$ cat src/shared/smc_consts.vh
// Constants for the supply mode, sleep and wake controller
`ifndef SMC_CONSTS_VH
`define SMC_CONSTS_VH
// Register offsets
`define SMC_ADDR_IRQ_EN 8'hec
`define SMC_ADDR_DELTA 8'hf3
`define SMC_ADDR_PERIPHERAL_CONFIG 8'hf4
`define SMC_ADDR_FLAGS 8'hf8
`define SMC_ADDR_SCR_A 8'hfb
`define SMC_ADDR_SCR_B 8'hfc
`define SMC_ADDR_SCR_C 8'hfd
`define SMC_ADDR_SCR_D 8'hfe
`define SMC_ADDR_PWRCON 8'hc5
`define SMC_ADDR_METMODE 8'h0b
// Field positions
`define SMC_BIT_RAIL_SRC 6
`define SMC_BIT_SLEEP_REQ 4
`define SMC_BIT_MET_PDN 4
`define SMC_BIT_TEMP_EN 0
`define SMC_BIT_SUPPLY_EN 0
`define SMC_BIT_ALARM_EN 1
`define SMC_FLG_TEMP 0
`define SMC_FLG_SUPPLY 1
`define SMC_FLG_RESTORE 2
`define SMC_FLG_MIDNIGHT 3
`define SMC_FLG_ALARM 4
`define SMC_FLG_RAM 6
`define SMC_FLG_RAIL 7
// Reset values
`define SMC_RST_BYTE 8'h00
`define SMC_RST_DELTA 8'h01
// Clock codes: 0 full rate, 1 the battery rate of 1.024 MHz
`define SMC_CLK_FULL 1'b0
`define SMC_CLK_BATT 1'b1
// Mode encodings
`define SMC_MODE_NORMAL 2'h0
`define SMC_MODE_BATTERY 2'h1
`define SMC_MODE_SLEEP 2'h2
`endif

$ cat src/core/smc_scratch.v
// Retained scratch register bank, four bytes
`timescale 1ns/100ps
`default_nettype none
module smc_scratch #(
    parameter WIDTH = 8,
    parameter DEPTH = 4,
    parameter AW = 2
) (
    input wire clk,
    input wire rst_n,
    input wire wr_en,
    input wire [AW-1:0] wr_addr,
    input wire [WIDTH-1:0] wr_data,
    input wire [AW-1:0] rd_addr,
    output reg [WIDTH-1:0] rd_data_q
);
    // One-hot write select, so each cell has a single driver
    wire [DEPTH-1:0] wr_sel = {{(DEPTH-1){1'b0}}, wr_en} << wr_addr;
    wire [WIDTH*DEPTH-1:0] mem_flat;
    genvar i;
    // One retained cell per word; never cleared by sleep
    generate
        for (i = 0; i < DEPTH; i = i + 1)
        begin : g_cell
            reg [WIDTH-1:0] cell_q;
            always @(posedge clk or negedge rst_n)
            begin
                if (!rst_n)
                    cell_q <= {WIDTH{1'b0}};
                else if (wr_sel[i])
                    cell_q <= wr_data;
            end
            assign mem_flat[i*WIDTH +: WIDTH] = cell_q;
        end
    endgenerate
    // Registered read
    always @(posedge clk or negedge rst_n)
    begin
        if (!rst_n)
            rd_data_q <= {WIDTH{1'b0}};
        else
            rd_data_q <= mem_flat[rd_addr*WIDTH +: WIDTH];
    end
endmodule // smc_scratch
`default_nettype wire

$ cat src/core/smc_top.v
// Supply mode, sleep and wake controller top
//
// How it works
// - Normal mode: rail on main supply, both internal domains enabled.
// - Battery mode: rail on battery, core and digital on, metering analog off.
// - Battery mode restarts metering analog when main good and power-down clear.
// - Battery mode after reset selects the 1.024 MHz core clock.
// - Sleep mode: whole 2.5V domain including the core powered down.
// - RAM is flagged invalid after sleep since its domain lost power.
// - Leaving sleep always restarts the core at the reset vector.
// - 3.3V peripherals stay on in sleep, each individually enabled.
// - Sleep holds until a wake-capable event arrives.
// - Four scratch registers keep contents through sleep.
// - Retained configuration registers survive sleep untouched.
// - Temperature change wakes the core unless temperature sensing disabled.
// - Supply change wakes via power vector, masked by its enable bit.
// - Main supply restore always wakes via power vector, unmaskable.
// - Peripheral config bit 6 shows rail is on main supply.
// - Midnight always wakes via clock vector, unmaskable.
// - Programmed alarm wakes via clock vector, maskable.
// - Operating mode follows the rail source; every source change moves mode.
// - Battery to normal restarts metering analog without a core reset.
`timescale 1ns/100ps
`default_nettype none
`include "smc_consts.vh"
module smc_top (
    // Clock and reset
    input wire CLK_SYS,
    input wire ARST_N,
    // Special-function register port from the core
    input wire SFR_WR,
    input wire SFR_RD,
    input wire [7:0] SFR_ADDR,
    input wire [7:0] SFR_WDATA,
    output reg [7:0] SFR_RDATA,
    // Supply status from the switchover logic
    input wire RAIL_ON_MAIN,
    input wire MAIN_ABOVE_THRESH,
    // Wake event pulses from the 3.3V peripherals
    input wire TEMP_CHANGE_EV,
    input wire SUPPLY_CHANGE_EV,
    input wire MIDNIGHT_EV,
    input wire ALARM_EV,
    // Domain and core control
    output reg DIGITAL_DOMAIN_EN,
    output reg ANALOG_DOMAIN_EN,
    output reg METERING_ANALOG_EN,
    output reg CORE_RESET_REQ,
    output reg CORE_CLK_SEL,
    output reg RAM_INVALID,
    output reg [1:0] OP_MODE,
    // Interrupt requests to the core
    output wire POWER_EVENT_IRQ,
    output wire CLOCK_EVENT_IRQ,
    // Sleep-time enables for the 3.3V peripherals
    output wire [4:0] PERIPHERAL_CONFIG_SLEEP_EN
);
    localparam ST_NORMAL = 2'h0;
    localparam ST_BATTERY = 2'h1;
    localparam ST_SLEEP = 2'h2;

    // Reset release through two flops
    reg rst_meta_q;
    reg rst_q;
    always @(posedge CLK_SYS or negedge ARST_N)
    begin
        if (!ARST_N)
        begin
            rst_meta_q <= 1'b0;
            rst_q <= 1'b0;
        end
        else
        begin
            rst_meta_q <= 1'b1;
            rst_q <= rst_meta_q;
        end
    end
    wire rst_n = rst_q;

    // Address match helper, used by every register outside the scratch window
    function hit;
        input [7:0] addr;
        input [7:0] target;
        begin
            hit = (addr == target);
        end
    endfunction

    // Scratch window decode, shared by the write and read paths
    function in_scr;
        input [7:0] addr;
        begin
            in_scr = (addr >= `SMC_ADDR_SCR_A) &&
                (addr <= `SMC_ADDR_SCR_D);
        end
    endfunction

    // Write strobes
    wire wr_irq_en = SFR_WR && hit(SFR_ADDR, `SMC_ADDR_IRQ_EN);
    wire wr_delta = SFR_WR && hit(SFR_ADDR, `SMC_ADDR_DELTA);
    wire wr_peripheral_config = SFR_WR && hit(SFR_ADDR, `SMC_ADDR_PERIPHERAL_CONFIG);
    wire wr_flags = SFR_WR && hit(SFR_ADDR, `SMC_ADDR_FLAGS);
    wire wr_pwrcon = SFR_WR && hit(SFR_ADDR, `SMC_ADDR_PWRCON);
    wire wr_metmode = SFR_WR && hit(SFR_ADDR, `SMC_ADDR_METMODE);
    wire wr_scr = SFR_WR && in_scr(SFR_ADDR);
    wire [7:0] scr_off = SFR_ADDR - `SMC_ADDR_SCR_A;

    // Retained configuration; reset only by power-on, not by sleep
    reg [7:0] irq_en_q;
    reg [7:0] delta_q;
    reg [7:0] peripheral_config_q;
    reg [7:0] metmode_q;
    always @(posedge CLK_SYS or negedge rst_n)
    begin
        if (!rst_n)
        begin
            irq_en_q <= `SMC_RST_BYTE;
            delta_q <= `SMC_RST_DELTA;
            peripheral_config_q <= `SMC_RST_BYTE;
            metmode_q <= `SMC_RST_BYTE;
        end
        else
        begin
            // Sleep leaves these untouched
            if (wr_irq_en)
                irq_en_q <= SFR_WDATA;
            if (wr_delta)
                delta_q <= SFR_WDATA;
            if (wr_peripheral_config)
                peripheral_config_q <= SFR_WDATA;
            if (wr_metmode)
                metmode_q <= SFR_WDATA;
        end
    end

    // Scratch bank
    wire [7:0] scr_rdata;
    smc_scratch #(
        .WIDTH(8),
        .DEPTH(4),
        .AW(2)
    ) u_scratch (
        .clk(CLK_SYS),
        .rst_n(rst_n),
        .wr_en(wr_scr),
        .wr_addr(scr_off[1:0]),
        .wr_data(SFR_WDATA),
        .rd_addr(scr_off[1:0]),
        .rd_data_q(scr_rdata)
    );

    // Mode machine and source tracking
    reg [1:0] state_q;
    reg [1:0] state_d;
    reg rail_q;
    wire rail_up = RAIL_ON_MAIN && !rail_q;
    wire sleep_req = wr_pwrcon && SFR_WDATA[`SMC_BIT_SLEEP_REQ];
    wire temp_on = delta_q[`SMC_BIT_TEMP_EN];
    wire supply_on = irq_en_q[`SMC_BIT_SUPPLY_EN];
    wire alarm_on = irq_en_q[`SMC_BIT_ALARM_EN];

    // Wake qualification
    wire wake_temp = TEMP_CHANGE_EV && temp_on;
    wire wake_supply = SUPPLY_CHANGE_EV && supply_on;
    wire wake_alarm = ALARM_EV && alarm_on;
    wire wake_any = wake_temp || wake_supply || wake_alarm ||
        MIDNIGHT_EV;

    always @*
    begin
        state_d = state_q;
        case (state_q)
            ST_NORMAL:
                if (!RAIL_ON_MAIN)
                    state_d = ST_BATTERY;
            ST_BATTERY:
                if (RAIL_ON_MAIN)
                    state_d = ST_NORMAL;
                else if (sleep_req)
                    state_d = ST_SLEEP;
            ST_SLEEP:
                if (RAIL_ON_MAIN)
                    state_d = ST_NORMAL;
                else if (wake_any)
                    state_d = ST_BATTERY;
            default:
                state_d = ST_NORMAL;
        endcase
    end

    // Sleep exit requests a core restart at the reset vector
    wire leave_sleep = (state_q == ST_SLEEP) && (state_d != ST_SLEEP);
    always @(posedge CLK_SYS or negedge rst_n)
    begin
        if (!rst_n)
        begin
            state_q <= ST_NORMAL;
            rail_q <= 1'b1;
            CORE_RESET_REQ <= 1'b0;
            RAM_INVALID <= 1'b0;
        end
        else
        begin
            state_q <= state_d;
            rail_q <= RAIL_ON_MAIN;
            CORE_RESET_REQ <= leave_sleep;
            // Cleared by writing the flag register
            if (state_q == ST_SLEEP)
                RAM_INVALID <= 1'b1;
            else if (wr_flags)
                RAM_INVALID <= 1'b0;
        end
    end

    // Latched wake flags; a new event beats a same-cycle clear
    reg [4:0] flags_q;
    wire [4:0] flag_set = {ALARM_EV, MIDNIGHT_EV, rail_up,
        SUPPLY_CHANGE_EV, TEMP_CHANGE_EV};
    always @(posedge CLK_SYS or negedge rst_n)
    begin
        if (!rst_n)
            flags_q <= 5'h00;
        else if (wr_flags)
            flags_q <= (flags_q & SFR_WDATA[`SMC_FLG_ALARM:`SMC_FLG_TEMP]) |
                flag_set;
        else
            flags_q <= flags_q | flag_set;
    end

    // Interrupt vectors; restore and midnight bypass the enables
    assign POWER_EVENT_IRQ = flags_q[`SMC_FLG_RESTORE] ||
        (flags_q[`SMC_FLG_SUPPLY] && supply_on) ||
        (flags_q[`SMC_FLG_TEMP] && temp_on);
    assign CLOCK_EVENT_IRQ = flags_q[`SMC_FLG_MIDNIGHT] ||
        (flags_q[`SMC_FLG_ALARM] && alarm_on);
    assign PERIPHERAL_CONFIG_SLEEP_EN = peripheral_config_q[4:0];

    // Domain controls from the next mode
    always @(posedge CLK_SYS or negedge rst_n)
    begin
        if (!rst_n)
        begin
            DIGITAL_DOMAIN_EN <= 1'b1;
            ANALOG_DOMAIN_EN <= 1'b1;
            METERING_ANALOG_EN <= 1'b1;
            CORE_CLK_SEL <= `SMC_CLK_FULL;
            OP_MODE <= `SMC_MODE_NORMAL;
        end
        else
        begin
            case (state_d)
                ST_NORMAL:
                begin
                    DIGITAL_DOMAIN_EN <= 1'b1;
                    ANALOG_DOMAIN_EN <= 1'b1;
                    METERING_ANALOG_EN <= 1'b1;
                    OP_MODE <= `SMC_MODE_NORMAL;
                end
                ST_BATTERY:
                begin
                    DIGITAL_DOMAIN_EN <= 1'b1;
                    ANALOG_DOMAIN_EN <= 1'b1;
                    METERING_ANALOG_EN <= MAIN_ABOVE_THRESH &&
                        !metmode_q[`SMC_BIT_MET_PDN];
                    OP_MODE <= `SMC_MODE_BATTERY;
                end
                ST_SLEEP:
                begin
                    DIGITAL_DOMAIN_EN <= 1'b0;
                    ANALOG_DOMAIN_EN <= 1'b0;
                    METERING_ANALOG_EN <= 1'b0;
                    OP_MODE <= `SMC_MODE_SLEEP;
                end
                default:
                begin
                    DIGITAL_DOMAIN_EN <= 1'b1;
                    ANALOG_DOMAIN_EN <= 1'b1;
                    METERING_ANALOG_EN <= 1'b1;
                    OP_MODE <= `SMC_MODE_NORMAL;
                end
            endcase
            // Battery clock chosen on entry into battery from normal mode, as after reset, or on sleep exit into battery
            if (state_d == ST_NORMAL)
                CORE_CLK_SEL <= `SMC_CLK_FULL;
            else if ((state_q == ST_NORMAL) || leave_sleep)
                CORE_CLK_SEL <= `SMC_CLK_BATT;
        end
    end

    // Live rail source replaces the stored bit so software always sees it
    reg [7:0] peripheral_config_view;
    always @*
    begin
        peripheral_config_view = peripheral_config_q;
        peripheral_config_view[`SMC_BIT_RAIL_SRC] = RAIL_ON_MAIN;
    end

    // Flag register view: rail, RAM status and latched wake causes
    reg [7:0] flags_view;
    always @*
    begin
        flags_view = `SMC_RST_BYTE;
        flags_view[`SMC_FLG_ALARM:`SMC_FLG_TEMP] = flags_q;
        flags_view[`SMC_FLG_RAM] = RAM_INVALID;
        flags_view[`SMC_FLG_RAIL] = RAIL_ON_MAIN;
    end

    // Read mux; scratch path is one cycle late so data is registered
    reg rd_scr_q;
    always @(posedge CLK_SYS or negedge rst_n)
    begin
        if (!rst_n)
        begin
            SFR_RDATA <= `SMC_RST_BYTE;
            rd_scr_q <= 1'b0;
        end
        else
        begin
            rd_scr_q <= SFR_RD && in_scr(SFR_ADDR);
            if (SFR_RD)
            begin
                if (hit(SFR_ADDR, `SMC_ADDR_IRQ_EN))
                    SFR_RDATA <= irq_en_q;
                else if (hit(SFR_ADDR, `SMC_ADDR_DELTA))
                    SFR_RDATA <= delta_q;
                else if (hit(SFR_ADDR, `SMC_ADDR_PERIPHERAL_CONFIG))
                    SFR_RDATA <= peripheral_config_view;
                else if (hit(SFR_ADDR, `SMC_ADDR_FLAGS))
                    SFR_RDATA <= flags_view;
                else if (hit(SFR_ADDR, `SMC_ADDR_METMODE))
                    SFR_RDATA <= metmode_q;
                else
                    SFR_RDATA <= `SMC_RST_BYTE;
            end
            else if (rd_scr_q)
                SFR_RDATA <= scr_rdata;
        end
    end
endmodule // smc_top
`default_nettype wire

$ cat config.mk
export PLATFORM = sky130hd
export DESIGN_NAME = smc_top
export DESIGN_NICKNAME = d
export VERILOG_FILES = /design/src/core/smc_scratch.v /design/src/core/smc_top.v
export VERILOG_INCLUDE_DIRS = /design/src /design/src/shared
export SDC_FILE = /design/constraint.sdc
export NUM_CORES = 1
export LEC_CHECK = 0
export ABC_AREA = 1
export BUFFER_PORTS_ARGS = -buffer_cell sky130_fd_sc_hd__clkbuf_2
export CAP_MARGIN = 25
export CORE_ASPECT_RATIO = 1.75
export CORE_MARGIN = 1.5
export CORE_UTILIZATION = 65
export CTS_BUF_LIST = sky130_fd_sc_hd__clkbuf_8
export DETAILED_ROUTE_END_ITERATION = 6
export PLACE_DENSITY = 0.95
export REMOVE_ABC_BUFFERS = 1
export SLEW_MARGIN = 25
export SYNTH_ARGS = -nofsm -noshare
export SYNTH_HDL_FRONTEND = slang
export SYNTH_SLANG_ARGS = --single-unit
$ cat constraint.sdc
create_clock -name CLK_SYS -period 5.7 [get_ports CLK_SYS]
set_input_delay 0.285 -clock CLK_SYS [delete_from_list [all_inputs] [get_ports CLK_SYS]]
set_output_delay 0.285 -clock CLK_SYS [all_outputs]
set_load 0.03 [all_outputs]
* Word level (Yosys, flattened, before mapping)
Cells that the tools add are included.
** Word-level totals
- Bits in registers :: 98
- Bits of input ports :: 26
- Output and inout port bits :: 23
** Operators by class
- $add $sub $neg :: 1
- Magnitude comparators :: 2
- Equal/unequal tests :: 11
- Shifts and indexed selects :: 2
- Multiplexer cells :: 21
- Bitwise logic cells :: 3
- Reductions and logical operators :: 33
** Operator list (count)
- 8-bit two-way mux :: 7
- 8-bit == test (second input constant) :: 5
- 32-bit by 6-bit variable part select with 8-bit output :: 1
- 1-bit logical AND :: 19
- 2-bit two-way mux :: 5
- 5-bit bitwise OR :: 2
- 8-bit by 4-bit == test with 1-bit output (second input constant) :: 1
- 8-bit >= comparator (second input constant) :: 1
- 8-bit <= comparator (second input constant) :: 1
- 1-bit logical OR :: 7
- 2-bit one-hot mux with 3 select lines :: 1
- 2-bit nonzero test :: 3
- 5-bit AND :: 1
- 1-bit two-way mux :: 5
- 5-bit two-way mux :: 1
- 2-bit by 1-bit == test with 1-bit output (second input constant) :: 2
- 2-bit == test (second input constant) :: 2
- 2-bit logical NOT :: 2
- 2-bit one-hot mux with 2 select lines :: 1
- 1-bit by 2-bit left shift with 4-bit output :: 1
- 1-bit logical NOT :: 2
- 2-bit != test (second input constant) :: 1
- 1-bit one-hot mux with 2 select lines :: 1
- 2-bit subtractor (second input constant) :: 1

* Longest topological paths before layout
Gate-level depths: netlist (run 1).
- Word-level depth :: 12
- Mapped depth :: 13

* Modules after synthesis
From an unflattened synthesis (run 1), not the netlist that was laid out.
** Unflattened totals
- Cells, all modules :: 565
- Area, all modules :: 4733.3 um^2
** By module, submodules not included
- smc_top :: times used 1, cells each 321, area each 2716.4 um^2, sequential area each 1431.4 um^2
- smc_scratch :: times used 1, cells each 244, area each 2016.9 um^2, sequential area each 1001.0 um^2

* Worst setup path after synthesis (run 1)
OpenSTA, ideal clock, no wires.
- Path kind :: in2reg
- From :: in SFR_ADDR[0]
- To :: reg u_scratch.rd_data_q[2]
- Data arrival time :: 2.109 ns
- Slack :: 3.509 ns
- Stages :: 9
- Path buffers :: 4
- Cell sequence :: buf_2 > inv_1 > clkbuf_1 > ha_1 > clkbuf_2 > inv_1 > clkbuf_1 > o21ai_0 > o22ai_1
** Between the ends
- Word-level cells in the longest chain between the ends :: 2
** Ends and longest elaborated chain
- from (decl) :: line smc_top.v:33 : input wire [7:0] SFR_ADDR,
- 2-bit subtractor (no line)
- 32-bit by 6-bit variable part select with 8-bit output :: line smc_scratch.v:42 : rd_data_q <= mem_flat[rd_addr*WIDTH +: WIDTH];
- to (signal assigned) :: line smc_scratch.v:40 : rd_data_q <= {WIDTH{1'b0}};
- to (signal assigned) :: line smc_scratch.v:42
- to (decl) :: line smc_scratch.v:15 : output reg [WIDTH-1:0] rd_data_q
No other way between the ends.
A chain may end at the register's enable or synchronous reset.

* Worst setup path after layout (run 1)
- From :: in SFR_ADDR[0]
- To :: reg u_scratch.g_cell[2].cell_q[7]
** Between the ends
- Word-level cells in the longest chain between the ends :: 4
- Elaborated cells between the ends (all ways) :: 6
** Ends and longest elaborated chain
- 8-bit >= comparator (no line) or 8-bit <= comparator (tied branches)
- 1-bit logical AND :: line smc_top.v:93 : in_scr = (addr >= `SMC_ADDR_SCR_A) &&
- 1-bit logical AND :: line smc_top.v:105 : wire wr_scr = SFR_WR && in_scr(SFR_ADDR);
- 1-bit by 2-bit left shift with 4-bit output * :: line smc_scratch.v:18 : wire [DEPTH-1:0] wr_sel = {{(DEPTH-1){1'b0}}, wr_en} << wr_addr;
- to (signal assigned) :: line smc_scratch.v:29 : cell_q <= {WIDTH{1'b0}};
- to (signal assigned) :: line smc_scratch.v:31 : cell_q <= wr_data;
- to (decl) :: line smc_scratch.v:25 : reg [WIDTH-1:0] cell_q;
Mark *: on every way between the ends. The rest lies on a longest branch, timed or not.

==> impl_metrics.tcl, run 1 <==
set metrics [dict create \
    start_util_pct 67.8 \
    routedWlPerCell_um 17.2 \
    rsz0062_at_grt "false" \
    hold_path.class "input pin to flip-flop" \
    antenna_found_initial 0 \
    drt_first_pass_iters 7 \
    whs_ps 17.3 \
    reg2reg_depth 6 \
    vias_per_cell 5.98 \
    cts_resized 0 \
    cp.arrival_ps 3080 \
    status "complete, no violations" \
    syn-cell-area_mm2 0.00447 \
    die_x_um 65.7 \
    comb_power_share_pct 10.8 \
    overflow 0 \
    path_max_fanout 27 \
    holdBufCountCts 1 \
    fillers 472 \
    dp_hpwl_um 7770 \
    synthTopCellsByArea "dfrtp_1, nand2_1, o21ai_0" \
    grt_pass1_wl_um 18100 \
    die_h_um 113 \
    p_seq_share_pct 57.1 \
    cts_made_buffers 9 \
    io_buffers 48 \
    ys_seq_area_share_pct 54.4 \
    area_delta_synth_final_pct 9.13 \
    io_pins 49 \
    grt_usage_pct 32.7 \
    max-slew-margin-rel_pct 45.4 \
    clk_pin_slew_ps 100 \
    coreArea_mm2 0.00659 \
    cts_tree "done" \
    start_kind "input pin" \
    swShare_pct 29.1 \
    ys_ff_latch 97 \
    post-route-min-period_ps 2760 \
    htreeDepth 3 \
    fmax_mhz 363 \
    cts.sinks 97 \
    worstMarginPinSlew_ps 819 \
    worstSkewPairLatency_ps 370 \
    p_sw_mw 0.382 \
    fin_skew_ps 16.4 \
    die_area_mm2 0.00740 \
    required_ps 6020 \
    ant_nets 0 \
    power_density_mw_per_mm2 269 \
    clockBufferDepth 2 \
    drt_wl_total_um 11100 \
    final_area_mm2 0.00488 \
    hold_viol 0 \
    gp_congestion 0.929 \
    drive_above_1_share_pct 16.2 \
    crit_type "input pin to flip-flop" \
    route.detailed.drc 0 \
    drt-initial-drc-count 504 \
    netlist.area_leader.share_pct 52.1 \
    ir_drop_uv 198 \
    p_leak_nw 2.53 \
    end_kind "flip-flop" \
    min_path_cells 1 \
    ys_warn_count 0 \
    pwr-share-clk_pct 32.1 \
    synth_cells 519 \
    grt_max_degree 68 \
    period_share_pct 48.4 \
    synth_top_cell_by_area "dfrtp_1" \
    grt_pass1_vias 3829 \
    syn_area_per_cell_um2 8.61 \
    setup_viol 0 \
    fin_tns_setup_ps 0 \
    cap_violations 0 \
    power.internal_mw 0.931 \
    slew_violations 0 \
    rows 39 \
    synth.distinct_cells 30 \
    vias 3854 \
    final_nets 587 \
    postCtsSetupRepairBufs 0 \
    place_area_mm2 0.00468 \
    antenna_cells 0 \
    root_buffer "clkbuf_8" \
]
cell usage after synthesis:
| library cell | number |
|---|---|
| nand2_1 | 144 |
| dfrtp_1 | 93 |
| o21ai_0 | 74 |
| nor2_1 | 34 |
| inv_1 | 33 |
| nand3_1 | 30 |
| o21ai_1 | 25 |
| a21oi_1 | 10 |
| o22ai_1 | 10 |
| buf_4 | 7 |
| clkbuf_1 | 7 |
| o21bai_1 | 7 |
| nor2_4 | 6 |
| buf_2 | 5 |
| nand2_2 | 5 |
| dfstp_2 | 4 |
| ha_1 | 4 |
| buf_6 | 3 |
| nand4_1 | 3 |
| o21ai_2 | 3 |
| nand2_4 | 2 |
| nor3_1 | 2 |
| a221o_1 | 1 |
| clkbuf_2 | 1 |
| conb_1 | 1 |
| inv_2 | 1 |
| nand3_2 | 1 |
| nor2_2 | 1 |
| nor2_8 | 1 |
| nor3_2 | 1 |
path summary, 6_finish.rpt:
check                                           endpoint  slack [ps]    startpoint
min reg2reg                u_scratch.g_cell[1].cell_q[1]         240         rst_n
max                        u_scratch.g_cell[2].cell_q[7]        2940   SFR_ADDR[0]
min in group asynchronous                     rst_meta_q         230        ARST_N
max in group asynchronous                     delta_q[7]        4330         rst_n
max reg2reg                                 CORE_CLK_SEL        4200   irq_en_q[1]
min                                               rail_q          20  RAIL_ON_MAIN
sequential cells by signal, indices dropped and copies added, names as in the netlist:
signal,flops
u_scratch.rd_data_q,8
METERING_ANALOG_EN,1
RAM_INVALID,1
ANALOG_DOMAIN_EN,1
rd_scr_q,1
delta_q,8
peripheral_config_q,7
rst_n,1
flags_q,5
SFR_RDATA,8
irq_en_q,8
rst_meta_q,1
rail_q,1
metmode_q,8
OP_MODE,2
state_q,2
u_scratch.g_cell.cell_q,32
CORE_RESET_REQ,1
CORE_CLK_SEL,1
cells by family after synthesis:
group	after synthesis	share of synthesized area (%)
flops	97	54.4
buf+inv	57	6.05
compound gates	130	15.6
fa+ha+maj	4	1.12
simple gates	230	22.7
other cells	1	0.0839
area by class of cell:
class	instances	area [µm²]	share of cell area, %
Multi-Input combinational cell	365	1770	36.2
Timing Repair Buffer	50	258	5.29
Inverter	34	128	2.62
Clock inverter	7	62.6	1.28
Sequential cell	97	2440	50.0
Tap cell	82	103	2.10
Clock buffer	9	124	2.54
power by group through the flow:
stage / Clock (mW) / Combinational [mW] / Sequential, mW
floorplan: 0 / 0.0639 / 0.779
global placement: 0 / 0.134 / 0.759
detailed placement: 0 / 0.139 / 0.761
CTS: 0.424 / 0.141 / 0.748
global route: 0.450 / 0.158 / 0.753
finish: 0.421 / 0.142 / 0.749
layer usage:
layer / global-route usage [%] / vias up / wire (µm)
met4: 19.7 / 0 / 580
met2: 55.6 / 192 / 5930
li1: - / 1785 / -
met5: 0 / - / 0
met1: 37.4 / 1827 / 3870
met3: 5.51 / 50 / 689
layout by cell type, fill, tap and decap left out, types with 2 or more instances in the layout:
cell and count:
nand2_1 144, dfrtp_1 92, o21ai_0 74, clkbuf_2 48, nor2_1 34, inv_1 33
nand3_1 30, o21ai_1 25, o22ai_1 10, a21oi_1 10, clkbuf_8 9, o21bai_1 7
nor2_4 6, nand2_2 5, dfstp_2 4, ha_1 4, nand4_1 3, o21ai_2 3
clkinvlp_4 3, nor3_1 2, nand2_4 2, inv_8 2
worst max-delay path, stage by stage:
cell and delay (ps):
clkbuf_2 350, inv_1 370, ha_1 940, inv_1 600
nor2_4 350, nand2_1 90, nand2_1 80
through the flow:
| step | util (%) | std cells | power (mW) | worst slack [ps] |
|---|---|---|---|---|
| 6_report | 74.0 | 644 | 1.31 | 2940 |
| 5_1_grt | 74.0 | 644 | 1.36 | 2640 |
| 4_1_cts | 74.0 | 644 | 1.31 | 3010 |
| 3_5_place_dp | 71.0 | 627 | 0.901 | 2640 |
| 3_3_place_gp | 71.0 | 627 | 0.893 | 2800 |
| 2_1_floorplan | - | 496 | 0.843 | 2800 |
Note: power is estimated with default switching activity, not from simulation.
==> inputs of run 2 (changes only) <==
--- a/config.mk
+++ b/config.mk
@@ -11,10 +11,10 @@
 export CAP_MARGIN = 25
 export CORE_ASPECT_RATIO = 1.75
 export CORE_MARGIN = 1.5
-export CORE_UTILIZATION = 65
+export CORE_UTILIZATION = 61
 export CTS_BUF_LIST = sky130_fd_sc_hd__clkbuf_8
 export DETAILED_ROUTE_END_ITERATION = 6
-export PLACE_DENSITY = 0.95
+export PLACE_DENSITY = 0.9
 export REMOVE_ABC_BUFFERS = 1
 export SLEW_MARGIN = 25
 export SYNTH_ARGS = -nofsm -noshare
==> constraint.sdc (replaced) <==
create_clock -name CLK_SYS -period 2.7 [get_ports CLK_SYS]
set_input_delay 0.135 -clock CLK_SYS [delete_from_list [all_inputs] [get_ports CLK_SYS]]
set_output_delay 0.135 -clock CLK_SYS [all_outputs]
set_load 0.03 [all_outputs]
==> run 2 against run 1 <==
  * Core utilization shrank 4.3 points
  * Highest routed layer unchanged
  * Global-route usage shrank 0.70 points
  * Critical endpoint is now CORE_CLK_SEL
  * Worst hold slack gained 7.4 ps
  * Clock skew shrank 4.0 ps
  * Power grew 120%
  * Critical path type is now flip-flop to flip-flop
  * Combinational power grew 110%
  * Critical path depth shrank 1
  * Count of clock-buffer cells in the layout is the same
  * Sequential share of layout area shrank 0.94 points
  * Clock power grew 130%
==> impl_metrics.tcl, run 2 (synthesized netlist as in run 1, its figures left out) <==
set metrics [dict create \
    postCtsSetupRepairBufs 0 \
    path_delay_family "simple AND/OR/NAND/NOR gates" \
    end_kind "flip-flop" \
    hold-path-endpoint "u_scratch.g_cell[2].cell_q[5]" \
    grt_usage_pct 32.0 \
    drive_above_1_share_pct 16.3 \
    antenna_found_initial 0 \
    io_pins 49 \
    dp.cells 635 \
    reg2reg_depth 6 \
    rrSetupSlack_ps 1160 \
    grt_pass1_wl_um 18200 \
    route.detailed.drc 0 \
    path_max_fanout 4 \
    drt-initial-drc-count 372 \
    start_kind "flip-flop" \
    worstSkewPairLatency_ps 380 \
    die_area_mm2 0.00787 \
    slowest_stage "dfrtp_1" \
    grt_max_degree 44 \
    io_buffers 48 \
    slew_violations 0 \
    gp_congestion 0.890 \
    vias 3876 \
    root_buffer "clkbuf_8" \
    ant_nets 0 \
    cap_violations 0 \
    routedWlPerCell_um 17.0 \
    path_cells "nand2_1, nand3_1, nor3_1, nand3_1, a21oi_1, nor2_1" \
    antenna_cells 0 \
    cts_resized 0 \
    hold_path.class "input pin to flip-flop" \
    ir_drop_uv 495 \
    dp_hpwl_um 7860 \
    grt_pass1_vias 3777 \
    largest_register "u_scratch.g_cell.cell_q" \
    setup_viol 0 \
    final.setup.worst_slack_ps 1160 \
    power_density_mw_per_mm2 571 \
    overflow 0 \
    p_leak_nw 2.59 \
    reg2reg_from "irq_en_q[1]" \
    clk_pin_slew_ps 100 \
    rsz0062_at_grt "false" \
    timing.rr.end "CORE_CLK_SEL" \
    status "complete, no violations" \
    period_share_pct 57.2 \
    cts_tree "done" \
    dp_slack_ps 811 \
    max-slew-margin-rel_pct 47.0 \
    vias_per_cell 5.90 \
    cts_made_buffers 9 \
    die_x_um 67.7 \
    fin_cells 657 \
    final_cell_mix "nand2_1, dfrtp_1, o21ai_0, clkbuf_2, inv_1" \
    start_util_pct 62.7 \
    rows 41 \
    area_delta_synth_final_pct 11.2 \
    max_stage_delay_ps 460 \
    cts.sinks 97 \
    required_ps 2970 \
    coreArea_mm2 0.00713 \
    min_path_cells 3 \
    hold_viol 0 \
    final_nets 596 \
    drt_wl_total_um 11200 \
    fmax_mhz 647 \
    crit_top_cell "nand3_1" \
    drt_first_pass_iters 5 \
    htreeDepth 3 \
    post-route-min-period_ps 1540 \
    totalPowerFinal_mw 2.84 \
    fin_skew_ps 12.4 \
    largest_reg_flops 32 \
    final_common_cell "nand2_1" \
    crit_type "flip-flop to flip-flop" \
    hp-start "SFR_WDATA[5]" \
    critPathBufInv 0 \
    die_h_um 116 \
    worstMarginPinSlew_ps 794 \
    cp.arrival_ps 1810 \
    clockBufferDepth 2 \
]
run 2: changes by cell type in the layout (fill, tap and decap cells not counted), moves of 2 or more:
cell	previous run	this run
dlygate4sd3_1	1	6
buf_4	1	5
clkinvlp_4	3	1
inv_1	33	35
inv_8	2	0
run 2: worst min-delay path, cell delays in order:
cell and delay, ps:
clkbuf_2 120, nand2_1 70, nand2_1 50
run 2: worst max path at each step:
| stage | from | endpoint | slack (ps) | depth (start not counted) |
|---|---|---|---|---|
| after detailed placement | SFR_ADDR[0] | SFR_RDATA[2] | 810 | 9 |
| after CTS | SFR_ADDR[0] | SFR_RDATA[2] | 1220 | 9 |
| final | irq_en_q[1] | CORE_CLK_SEL | 1160 | 6 |
| after floorplan | rst_n | CORE_CLK_SEL | -200 | 0 |
| after global routing | SFR_ADDR[0] | irq_en_q[5] | 1040 | 7 |
| after global placement | SFR_ADDR[0] | SFR_RDATA[2] | 910 | 9 |
run 2: layout make-up:
class                           count  area [µm²]
Multi-Input combinational cell    365        1770
Tap cell                           86         108
Inverter                           34         128
Clock inverter                      7        71.3
Sequential cell                    97        2440
Timing Repair Buffer               59         338
Clock buffer                        9         124
Fill cell                         527        2160
run 2: where the power goes:
group	switching [mW]	total [mW]	leakage, nW	internal [mW]
registers	0.0548	1.58	1.27	1.53
clock network	0.522	0.950	0.102	0.428
logic	0.213	0.305	1.22	0.0922
run 2: metal layers:
layer	share of wire (%)	up-vias	track usage (%)
met3	5.3	51	7.03
met5	0	-	0
li1	-	1795	-
met4	6.5	0	23.1
met1	36	1870	35.8
met2	53	160	52.3
run 2: metrics by stage:
stage	hold WS, ps	utilization, %	area, µm²	setup TNS, ps
after floorplan	-161	-	4330	-17750
after global placement	-79.6	66.1	4710	0
after detailed placement	-77.6	66.1	4710	0
after CTS	9.50	69.7	4970	0
after global routing	22.9	69.7	4970	0
final	24.6	69.7	4970	0
run 2: repair_timing:
action | in CTS | in global routing
endpoints found under the setup margin | 0 | 0
hold buffers | 6 | 0
hold endpoints to repair | 7 | 0
==> inputs of run 3 (changes only) <==
==> constraint.sdc (replaced) <==
create_clock -name CLK_SYS -period 1.6 [get_ports CLK_SYS]
set_input_delay 0.08 -clock CLK_SYS [delete_from_list [all_inputs] [get_ports CLK_SYS]]
set_output_delay 0.08 -clock CLK_SYS [all_outputs]
set_load 0.03 [all_outputs]
==> run 3 against run 2 <==
  * Highest routed layer unchanged
  * Via count rose by 2.0%
  * Worst setup slack worse by 990 ps
  * Final cell count up 2.3%
  * Core utilization up 2.5 points
  * Power increased by 69%
  * Clock power grew 64%
  * Sequential power rose by 68%
  * Critical endpoint is now POWER_EVENT_IRQ
  * Count of clock-buffer cells in the layout up 3
  * Register-to-register slack got worse by 940 ps
  * First-iteration DRC count grew 31%
==> impl_metrics.tcl, run 3 (synthesized netlist as in run 1, its figures left out) <==
set metrics [dict create \
    status "complete, no violations" \
    path_max_fanout 4 \
    die_h_um 116 \
    grt_max_degree 44 \
    dp.cells 645 \
    drt-initial-drc-count 489 \
    vias_per_cell 5.89 \
    cts_tree "done" \
    fin_tns_setup_ps 0 \
    gp_congestion 0.866 \
    rrSetupSlack_ps 220 \
    post-route-min-period_ps 1440 \
    htreeDepth 3 \
    coreArea_mm2 0.00713 \
    end_kind "primary output" \
    drive_above_1_share_pct 17.9 \
    required_ps 1520 \
    overflow 0 \
    cp.arrival_ps 1360 \
    cts_made_buffers 9 \
    period_share_pct 90.0 \
    final_util_pct 72.2 \
    hold_viol 0 \
    ant_nets 0 \
    grt_pass1_wl_um 18500 \
    cts.sinks 97 \
    worstSkewPairLatency_ps 370 \
    p_leak_nw 2.68 \
    dp_hpwl_um 8160 \
    path_delay_family "flip-flops" \
    path_cells "a221o_1, clkbuf_2" \
    critPathBufInv 1 \
    start_kind "flip-flop" \
    largest_reg_flops 32 \
    route.detailed.drc 0 \
    drt_wl_total_um 11400 \
    die_x_um 67.7 \
    regArea_mm2 0.00244 \
    max_stage_delay_ps 590 \
    power_density_mw_per_mm2 932 \
    area_delta_synth_final_pct 15.2 \
    slew_violations 0 \
    start_util_pct 62.7 \
    final_cell_mix "nand2_1, dfrtp_1, o21ai_0, clkbuf_2, nor2_1" \
    grt_usage_pct 32.0 \
    rsz0062_at_grt "false" \
    fmax_mhz 695 \
    vias 3955 \
    multi_input_area_mm2 0.00177 \
    reg2reg_depth 6 \
    drt_first_pass_iters 5 \
    die_area_mm2 0.00787 \
    io_pins 49 \
    antenna_cells 0 \
    clk_pin_slew_ps 100 \
    fin_cells 672 \
    setup_viol 0 \
    io_buffers 48 \
    rows 41 \
    final_nets 611 \
    crit_type "flip-flop to primary output" \
    ir_drop_uv 683 \
    timing.rr.end "CORE_CLK_SEL" \
    hold_path.class "input pin to async pin" \
    whs_ps 31.0 \
    slowest_stage "dfstp_2" \
    antenna_found_initial 0 \
    cap_violations 0 \
    fillers 506 \
    final_common_cell "nand2_1" \
    fin_skew_ps 16.3 \
    totalPowerFinal_mw 4.80 \
    root_buffer "clkbuf_8" \
    clockBufferDepth 2 \
    largest_register "u_scratch.g_cell.cell_q" \
    reg2reg_from "irq_en_q[1]" \
    routedWlPerCell_um 16.9 \
    grt_pass1_vias 3936 \
]
==> run 3: report_power, final <==
| part | total, mW | internal (mW) | switching, mW |
|---|---|---|---|
| clock network | 1.56 | 0.704 | 0.859 |
| registers | 2.66 | 2.58 | 0.0815 |
| logic | 0.573 | 0.193 | 0.381 |
==> run 3: worst max-delay path by stage <==
stage | start | slack [ps] | depth (start not counted) | endpoint
final | delta_q[0] | 160 | 2 | POWER_EVENT_IRQ
after global routing | delta_q[0] | 120 | 2 | POWER_EVENT_IRQ
after CTS | delta_q[0] | 160 | 2 | POWER_EVENT_IRQ
after detailed placement | SFR_ADDR[0] | -90 | 9 | delta_q[1]
after global placement | SFR_ADDR[0] | -20 | 9 | delta_q[2]
after floorplan | rst_n | -1300 | 0 | CORE_CLK_SEL
==> run 3: per-stage QoR <==
step,cell area [µm²],setup WS (ps)
5_1_grt,5150,119
3_5_place_dp,4840,-86.8
3_3_place_gp,4840,-15.7
4_1_cts,5150,160
6_report,5150,160
2_1_floorplan,4330,-1300
==> run 3: routing by layer <==
metal | share of wire [%] | global-route usage, % | wire length (µm) | vias up
li1 | - | - | - | 1825
met1 | 35 | 34.3 | 3940 | 1869
met2 | 53 | 53.6 | 5990 | 207
met3 | 6.5 | 7.61 | 740 | 54
met4 | 6.3 | 23.1 | 717 | 0
met5 | 0 | 0 | 0 | -
==> run 3: layout make-up <==
class | instances | share of cell area, %
multi-input combinational | 365 | 34.3
clock inverter | 4 | 0.656
sequential | 97 | 47.3
tap | 86 | 2.09
inverter | 34 | 2.48
clock buffer | 12 | 3.21
timing repair buffer | 74 | 9.96
==> run 3: repair_timing <==
action,4_1_cts,5_1_grt
hold buffers,11,0
resized for setup,0,0
setup buffers,0,0
hold endpoints to repair,22,0
